### src/rtl/ptsp_map.vh
// constants for the processor trace status port
`ifndef PTSP_MAP_VH
`define PTSP_MAP_VH

// ----------------------------------------------------------------------------
// status code encodings
// ----------------------------------------------------------------------------
`define PTSP_CODE_CONTINUE   4'h0
`define PTSP_CODE_BEGIN      4'h1
`define PTSP_CODE_RSVD_A     4'h2
`define PTSP_CODE_USER       4'h3
`define PTSP_CODE_MARKER     4'h4
`define PTSP_CODE_BRANCH     4'h5
`define PTSP_CODE_RSVD_B     4'h6
`define PTSP_CODE_EXC_RETURN 4'h7
`define PTSP_CODE_XFER_BASE  4'h8
`define PTSP_CODE_EXCEPTION  4'hC
`define PTSP_CODE_EMU_ENTRY  4'hD
`define PTSP_CODE_STOPPED    4'hE
`define PTSP_CODE_HALTED     4'hF

// ----------------------------------------------------------------------------
// widths and counts
// ----------------------------------------------------------------------------
`define PTSP_CODE_W          4
`define PTSP_NIBBLE_W        4
`define PTSP_CAPT_W          32
`define PTSP_CNT_W           4
`define PTSP_HOLD_DEFAULT    2
`define PTSP_HOLD_W          4
`define PTSP_ONE_HOLD        4'h1
`define PTSP_ONE_CNT         4'h1
`define PTSP_ZERO_CNT        4'h0
`define PTSP_TWO_CNT         4'h2

// ----------------------------------------------------------------------------
// test-mode select codes
// ----------------------------------------------------------------------------
`define PTSP_TEST_W          4
`define PTSP_TEST_JTAG       4'h0
`define PTSP_TEST_BDM        4'h1

`endif

### src/rtl/ptsp_status_port.v
// processor trace status port: status code, captured-data nibble and status clock
//
// Summary of operation
// - codes 0000 continue, 0001 begin, 0011 user
// - 0100 marker/debug write, 0111 exception return
// - 0101 on taken branch or pc sync
// - 1000..1011 announce one..four byte nibble transfer
// - 1100 exception, 1101 emulator entry exception
// - 1110 stopped awaiting interrupt, 1111 halted
// - exception, emulator, stop, halt held multiple cycles
// - four-bit bus shows captured data, breakpoint status
// - codes change with status clock, follow execution
// - status clock times nibble and code outputs
// - status clock at half the core (sys_clk) rate
// - force-high-impedance low floats outputs, clock independent
// - boundary scan overrides force-high-impedance
`timescale 1ns/100ps
`default_nettype none
`include "ptsp_map.vh"

module ptsp_status_port #(
   parameter                          HOLD_CYCLES = `PTSP_HOLD_DEFAULT
) (
   input  wire                        sys_clk_i,
   input  wire                        rst_i,
   input  wire                        instr_begin_i,
   input  wire                        user_entry_i,
   input  wire                        debug_data_write_instruction_i,
   input  wire                        exception_return_instruction_i,
   input  wire                        taken_branch_i,
   input  wire                        program_counter_sync_i,
   input  wire                        exception_i,
   input  wire                        emulator_entry_i,
   input  wire                        stopped_i,
   input  wire                        halted_i,
   input  wire                        capture_valid_i,
   input  wire [`PTSP_CAPT_W-1:0]     capture_data_i,
   input  wire [1:0]                  capture_bytes_i,
   output wire                        capture_ready_o,
   input  wire [`PTSP_NIBBLE_W-1:0]   breakpoint_status_i,
   input  wire [`PTSP_TEST_W-1:0]     test_mode_i,
   input  wire                        force_high_impedance_n_i,
   input  wire                        scan_active_i,
   input  wire                        scan_output_enable_i,
   output reg  [`PTSP_CODE_W-1:0]     processor_status_code_o,
   output wire                        processor_status_code_oe_o,
   output reg  [`PTSP_NIBBLE_W-1:0]   captured_data_nibble_o,
   output wire                        captured_data_nibble_oe_o,
   output reg                         status_clock_out_o,
   output wire                        status_clock_out_oe_o,
   output reg                         debug_vs_scan_select_o
);

   // -------------------------------------------------------------------------
   // status clock
   // -------------------------------------------------------------------------
   // the status clock is sys_clk divided by two; codes and nibbles change with
   // its rising edge, so a probe samples them on its falling edge
   wire                               core_tick;
   assign core_tick = ~status_clock_out_o;

   always @(posedge sys_clk_i) begin
      if (rst_i) begin
         status_clock_out_o <= 1'b0;
      end else begin
         status_clock_out_o <= ~status_clock_out_o;
      end
   end

   // -------------------------------------------------------------------------
   // test-mode select
   // -------------------------------------------------------------------------
   // sampled every cycle out of reset; the probe keeps it steady while reset
   // is high, and the select then follows every later change of it
   // limitation: only the select is made here; serial and scan pins live elsewhere
   always @(posedge sys_clk_i) begin
      if (rst_i) begin
         debug_vs_scan_select_o <= 1'b0;
      end else begin
         debug_vs_scan_select_o <= (test_mode_i == `PTSP_TEST_BDM);
      end
   end

   // -------------------------------------------------------------------------
   // output drivers
   // -------------------------------------------------------------------------
   // purely combinational so the float takes effect with no clock edge
   // only the enables are made here; the pad cells sit outside this block
   wire                               drive_en;
   assign drive_en = scan_active_i ? scan_output_enable_i
                                   : force_high_impedance_n_i;
   assign processor_status_code_oe_o = drive_en;
   assign captured_data_nibble_oe_o  = drive_en;
   assign status_clock_out_oe_o      = drive_en;

   // -------------------------------------------------------------------------
   // nibble transfer engine
   // -------------------------------------------------------------------------
   reg  [`PTSP_CAPT_W-1:0]            capt_shift;
   reg  [`PTSP_CNT_W-1:0]             nib_left;
   reg  [`PTSP_CNT_W-1:0]             next_nib_left;
   reg  [`PTSP_CAPT_W-1:0]            next_capt_shift;
   reg  [`PTSP_NIBBLE_W-1:0]          next_nibble;
   wire                               xfer_busy;
   wire                               xfer_start;
   wire                               long_busy;
   wire                               long_event;

   assign xfer_busy = (nib_left != `PTSP_ZERO_CNT);
   // the long-held codes outrank a transfer announce; a capture taken on the
   // same edge would send its nibbles with no announce code ahead of them
   assign long_event = halted_i | stopped_i | emulator_entry_i | exception_i;
   // a new capture is taken only on a status clock edge with the bus free and
   // no long-held code running or starting, so the announce is never swallowed
   assign capture_ready_o = core_tick & ~xfer_busy & ~long_busy & ~long_event;
   assign xfer_start      = capture_valid_i & capture_ready_o;

   // number of nibbles for a byte count, count given as bytes minus one;
   // four bytes need eight nibbles, so the counter must be able to hold eight
   function [`PTSP_CNT_W-1:0] nibbles_for;
      input [1:0] bytes_m1;
      begin
         nibbles_for = {1'b0, bytes_m1, 1'b0} + `PTSP_TWO_CNT;
      end
   endfunction

   always @* begin
      next_nib_left   = nib_left;
      next_capt_shift = capt_shift;
      next_nibble     = captured_data_nibble_o;
      if (core_tick) begin
         if (xfer_busy) begin
            // low nibble first, one nibble per status clock
            next_nibble     = capt_shift[`PTSP_NIBBLE_W-1:0];
            next_capt_shift = capt_shift >> `PTSP_NIBBLE_W;
            next_nib_left   = nib_left - `PTSP_ONE_CNT;
         end else begin
            // between transfers the bus shows breakpoint status, never stale data
            next_nibble = breakpoint_status_i;
         end
         if (xfer_start) begin
            next_capt_shift = capture_data_i;
            next_nib_left   = nibbles_for(capture_bytes_i);
         end
      end
   end

   always @(posedge sys_clk_i) begin
      if (rst_i) begin
         nib_left               <= `PTSP_ZERO_CNT;
         capt_shift             <= {`PTSP_CAPT_W{1'b0}};
         captured_data_nibble_o <= {`PTSP_NIBBLE_W{1'b0}};
      end else begin
         nib_left               <= next_nib_left;
         capt_shift             <= next_capt_shift;
         captured_data_nibble_o <= next_nibble;
      end
   end

   // -------------------------------------------------------------------------
   // status code selection
   // -------------------------------------------------------------------------
   localparam                         ST_RUN  = 2'b00;
   localparam                         ST_HOLD = 2'b01;
   localparam                         ST_LEVEL = 2'b10;
   // the edge that enters a held code counts as its first status clock
   localparam [`PTSP_HOLD_W-1:0]      HOLD_LOAD =
                                      HOLD_CYCLES[`PTSP_HOLD_W-1:0] - `PTSP_ONE_HOLD;

   reg  [1:0]                         state;
   reg  [1:0]                         next_state;
   reg  [`PTSP_HOLD_W-1:0]            hold_cnt;
   reg  [`PTSP_HOLD_W-1:0]            next_hold_cnt;
   reg  [`PTSP_CODE_W-1:0]            next_code;

   assign long_busy = (state != ST_RUN);

   // one-cycle codes, highest priority first; reserved codes never chosen
   function [`PTSP_CODE_W-1:0] short_code;
      input       x_start;
      input [1:0] x_bytes;
      input       ret;
      input       marker;
      input       branch;
      input       user;
      input       begin_i;
      begin
         if (x_start) begin
            short_code = `PTSP_CODE_XFER_BASE | {2'b00, x_bytes};
         end else if (ret) begin
            short_code = `PTSP_CODE_EXC_RETURN;
         end else if (marker) begin
            short_code = `PTSP_CODE_MARKER;
         end else if (branch) begin
            short_code = `PTSP_CODE_BRANCH;
         end else if (user) begin
            short_code = `PTSP_CODE_USER;
         end else if (begin_i) begin
            short_code = `PTSP_CODE_BEGIN;
         end else begin
            short_code = `PTSP_CODE_CONTINUE;
         end
      end
   endfunction

   always @* begin
      next_state    = state;
      next_hold_cnt = hold_cnt;
      next_code     = processor_status_code_o;
      if (core_tick) begin
         case (state)
            ST_RUN: begin
               if (halted_i) begin
                  next_code  = `PTSP_CODE_HALTED;
                  next_state = ST_LEVEL;
                  next_hold_cnt = HOLD_LOAD;
               end else if (stopped_i) begin
                  next_code  = `PTSP_CODE_STOPPED;
                  next_state = ST_LEVEL;
                  next_hold_cnt = HOLD_LOAD;
               end else if (emulator_entry_i) begin
                  next_code  = `PTSP_CODE_EMU_ENTRY;
                  next_state = ST_HOLD;
                  next_hold_cnt = HOLD_LOAD;
               end else if (exception_i) begin
                  next_code  = `PTSP_CODE_EXCEPTION;
                  next_state = ST_HOLD;
                  next_hold_cnt = HOLD_LOAD;
               end else begin
                  next_code = short_code(xfer_start, capture_bytes_i,
                                         exception_return_instruction_i,
                                         debug_data_write_instruction_i,
                                         taken_branch_i | program_counter_sync_i,
                                         user_entry_i, instr_begin_i);
               end
            end
            ST_HOLD: begin
               // exception codes stand for a fixed number of status clocks
               // the return tick shows continue and drops any events, so the
               // end of a held code is always visible to the probe
               if (hold_cnt == {`PTSP_HOLD_W{1'b0}}) begin
                  next_state = ST_RUN;
                  next_code  = `PTSP_CODE_CONTINUE;
               end else begin
                  next_hold_cnt = hold_cnt - `PTSP_ONE_HOLD;
               end
            end
            ST_LEVEL: begin
               // stop and halt stand at least the minimum, then while asserted
               // halt outranks stop once the minimum has run, as at entry
               if (hold_cnt != {`PTSP_HOLD_W{1'b0}}) begin
                  next_hold_cnt = hold_cnt - `PTSP_ONE_HOLD;
               end else if (halted_i) begin
                  next_code = `PTSP_CODE_HALTED;
               end else if (stopped_i) begin
                  next_code = `PTSP_CODE_STOPPED;
               end else begin
                  next_state = ST_RUN;
                  next_code  = `PTSP_CODE_CONTINUE;
               end
            end
            default: begin
               next_state = ST_RUN;
               next_code  = `PTSP_CODE_CONTINUE;
            end
         endcase
      end
   end

   // -------------------------------------------------------------------------
   // reserved code guard
   // -------------------------------------------------------------------------
   // no path above selects a reserved code; this catches one that a corrupted
   // code register might still hold, since a probe would read it
   // as garbage and lose its place in the trace
   function is_reserved;
      input [`PTSP_CODE_W-1:0] code;
      begin
         is_reserved = (code == `PTSP_CODE_RSVD_A) | (code == `PTSP_CODE_RSVD_B);
      end
   endfunction

   reg  [`PTSP_CODE_W-1:0]            next_safe_code;

   always @* begin
      next_safe_code = next_code;
      if (is_reserved(next_code)) begin
         next_safe_code = `PTSP_CODE_CONTINUE;
      end
   end

   always @(posedge sys_clk_i) begin
      if (rst_i) begin
         state                   <= ST_RUN;
         hold_cnt                <= {`PTSP_HOLD_W{1'b0}};
         processor_status_code_o <= `PTSP_CODE_CONTINUE;
      end else begin
         state                   <= next_state;
         hold_cnt                <= next_hold_cnt;
         processor_status_code_o <= next_safe_code;
      end
   end

endmodule // ptsp_status_port

`default_nettype wire

### config.mk
export PLATFORM = sky130hd
export DESIGN_NAME = ptsp_status_port
export DESIGN_NICKNAME = d
export VERILOG_FILES = /design/src/rtl/ptsp_status_port.v
export VERILOG_INCLUDE_DIRS = /design/src /design/src/rtl
export SDC_FILE = /design/constraint.sdc
export NUM_CORES = 1
export LEC_CHECK = 0
export BUFFER_PORTS_ARGS = -buffer_cell sky130_fd_sc_hd__buf_2
export CAP_MARGIN = 15
export CORE_MARGIN = 3
export CORE_UTILIZATION = 30
export CTS_BUF_LIST = sky130_fd_sc_hd__clkbuf_4
export CTS_CLUSTER_DIAMETER = 60
export DETAILED_ROUTE_END_ITERATION = 7
export GPL_TIMING_DRIVEN = 0
export SLEW_MARGIN = 20
export SYNTH_ARGS = -nofsm -noshare
export SYNTH_HDL_FRONTEND = slang
export SYNTH_SLANG_ARGS = --single-unit
### constraint.sdc
create_clock -name sys_clk_i -period 2.1 [get_ports sys_clk_i]
set_clock_uncertainty 0.05 [all_clocks]
set_input_delay 0.21 -clock sys_clk_i [delete_from_list [all_inputs] [get_ports sys_clk_i]]
set_output_delay 0.21 -clock sys_clk_i [all_outputs]
set_load 0.005 [all_outputs]
==> metrics.md <==
| Metric | Value |
|---|---|
| Crit path launch type | flip-flop |
| Finished Layout Cells | 515 |
| Layout net count | 482 |
| Hold depth | 3 |
| Antenna Violating Nets Remaining | 0 |
| Final period util | 1.05 |
| CTS clk-pin slew, worst paths | 0.14 ns |
| Grt met1 use | 0.195 |
| Synth cell count leaders | nand2_1 (62), dfxtp_1 (52), a21oi_1 (42) |
| Antenna cells | 0 |
| CP Capture Type | flip-flop |
| RR Startpoint | nib_left[0]$_SDFFE_PP0P_ |
| Max rail drop VDD | 406 uV |
| Ys flop type | dfxtp_1 |
| WP data required | 2.34 ns |
| FFs w/ async S/R, synth | 0 |
| Worst min path class | primary input to flip-flop |
| Fillcell total | 823 |
| Worst EP arrival | 2.46 ns |
| CTS Buf Count | 5 |
| GRT overflow | 0 |
| CTS tree | yes |
| Die Wd | 98.0 um |
| Area Growth Syn to Fin | 32.8% |
| Busiest layer in global routing | met2 |
| Full die area | 0.00961 mm2 |
| Initial DRC Count | 106 |
| Count leader, synth | nand2_1 |
| I/O Buffers | 70 |
| Library cell with the largest summed area after synthesis | dfxtp_1 |
| Max-Cap Viols | 0 |
| Ranking of synthesized cells by area | dfxtp_1 (41%), nand2_1 (9.2%), a21oi_1 (8.3%) |
| H-tree levels | 2 |
| Placer congestion estimate | 0.834 |
| Post-Syn Area | 0.00254 mm2 |
| HP Start | capture_data_i[28] |
| Number of global-route vias before repair | 2509 |
| Crit Reg-Reg Endpoint | processor_status_code_o[1]$_SDFF_PP0_ |
| Detail Placement HPWL | 5.44 mm |
| Initial DRT Pass Iterations | 4 |
| Maximum clock rate | 452 MHz |
| Global Route met3 Usage | 0.0379 |
| Synth cell types | 43 |
| Placed cells | 498 |
| Worst hold margin | 0.0301 ns |
| Initial Util | 0.319 |
| Synth Area in Simple Gates | 0.226 |
| Post-Place Worst Slack | -0.510 ns |
| Vias | 2638 |
| Post-Route WL | 7.39 mm |
| Outcome | complete, but fails checks |
| Crit. Startpoint | nib_left[0]$_SDFFE_PP0P_ |
| CP max FO | 7 |
| Gr usage total | 0.150 |
| Skew-Pair Late Insertion Delay | 0.37 ns |
| CTS Root Cell | clkbuf_4 |
| Synth Warn # | 0 |
| Final Hold Vio Count | 0 |
| Final Setup Violations | 13 |
| IO Pins | 72 |
| First-pass GRT wire length | 11.8 mm |
| Met2 Use GR | 0.245 |
| Complex-gate fraction of the synthesized area | 0.250 |
| Syn Nets | 393 |
| Slew @ Worst Pin | 0.608 ns |
| Worst setup margin | -0.114 ns |
| Routed WL per cell | 14.3 um |
| Clock Path Buffers | 2 |
| Adder-Cell Fraction of Synth Area | 0.0443 |
| Rel. slew slack | 0.595 |
| Number of synthesized flops with an enable pin | 0 |
| Layout cells sized above 1 | 0.332 |
| Main combinational cell family by area after synthesis | compound AO/OA/AOI/OAI gates |
| Critical path class | flip-flop to flip-flop |
| Die H | 98.0 um |
| Initial antenna violation count | 0 |
| #FFs+latches synth | 52 |
| Clock sinks | 52 |
| Top-area cell type share of the netlist area | 0.410 |
| Endpoint of the worst hold path | capt_shift[28]$_SDFFE_PP0P_ |
| Largest net degree at the start of global routing | 14 |
| Final Power | 3000 uW |
| Syn_area_per_cell | 7.79 um2 |
| Core area | 0.00797 mm2 |
| Post-synthesis xor/xnor area fraction | 0.00345 |
| Cell Pwr Density | 889 mW/mm2 |
| Drc violations | 0 |
| Setup slack, reg-to-reg | -0.11 ns |
| Via-to-Cell Ratio | 5.12 |
| LEAKAGE | 0.00131 uW |
| Crit path time final | 2.21 ns |
| Final Max Slew Viols | 0 |
| Worst Reg-to-Reg Cells | 8 |
| FP Rows | 32 |
| Mux share of post-synthesis cell area | 0.00837 |
| Syn Inst Count | 326 |
| Failing checks | negative setup slack |
| Seq/Total Area, Yosys | 0.410 |
| RSZ-0062 raised after global routing | true |
[repair_timing]
action / in CTS / in global routing
buffers inserted: 6 / 5
pin swaps: 6 / 5
hold endpoints to repair: 1 / 1
setup endpoints to repair: 41 / 37
hold buffers: 2 / 1
resized for setup: 13 / 48
[registers in the layout, indices dropped and copies added, names as in the netlist]
| name | flops |
|---|---|
| capt_shift | 32 |
| captured_data_nibble_o | 4 |
| hold_cnt | 4 |
| nib_left | 4 |
| processor_status_code_o | 4 |
| state | 2 |
| debug_vs_scan_select_o | 1 |
| status_clock_out_o | 1 |
[placed cells by master (no fill, tap or decap), types with 8 or more instances in the layout]
cell / instances
a311oi_1: 12
a22oi_1: 16
nor2_2: 10
nand2_1: 62
a21oi_1: 40
buf_4: 12
inv_1: 10
dfxtp_1: 49
buf_2: 72
o21ai_0: 8
nor2_1: 24
[layer usage]
| metal | wire [um] | up-vias |
|---|---|---|
| met5 | 0 | - |
| met4 | 113 | 0 |
| met3 | 485 | 8 |
| met2 | 3400 | 80 |
| met1 | 3380 | 1220 |
| li1 | - | 1330 |
[how the worst max path moves through the flow]
stage	end	slack (ns)
after floorplan	processor_status_code_o[2]$_SDFF_PP0_	-0.13
after global placement	capt_shift[3]$_SDFFE_PP0P_	-0.51
after detailed placement	capt_shift[27]$_SDFFE_PP0P_	-0.51
after CTS	processor_status_code_o[2]$_SDFF_PP0_	-0.11
after global routing	processor_status_code_o[2]$_SDFF_PP0_	-0.18
final	processor_status_code_o[1]$_SDFF_PP0_	-0.11
[critical path, stage by stage, from the launching register on]
cell	delay, ns
dfxtp_2	0.35
inv_2	0.07
ha_4	0.13
or3b_4	0.42
or3_4	0.44
buf_12	0.16
a211oi_2	0.23
a221oi_1	0.08
a211oi_1	0.22
[report_power, final]
group,switching (uW),leakage [uW],internal (uW)
clock,293,0.0000230,113
sequential,86.6,0.000424,1090
combinational,838,0.000867,576
[metrics by stage]
stage / util / instance area, um2 / setup TNS (ns)
after floorplan: - / 2570 / -0.254
after global placement: 0.382 / 3050 / -8.45
after detailed placement: 0.382 / 3050 / -8.76
after CTS: 0.397 / 3170 / -0.574
after global routing: 0.423 / 3370 / -2.63
final: 0.423 / 3370 / -0.796
[kinds of logic (layout without fill, tap and decap cells)]
group / Yosys count / in the layout
mux: 2 / 2
compound gates: 97 / 97
xor+xnor: 1 / 1
simple gates: 130 / 130
flops: 52 / 52
buf+inv: 35 / 122
fa+ha+maj: 9 / 9
[layout make-up]
class / count / area (um2) / share of cell area
multi-input combinational: 239 / 1510 / 0.448
tap: 102 / 128 / 0.0378
timing repair buffer: 84 / 475 / 0.141
sequential: 52 / 1040 / 0.310
buffer: 21 / 131 / 0.0390
clock buffer: 5 / 37.5 / 0.0111
inverter: 12 / 45.0 / 0.0134
(Power assumes the default switching activity.)
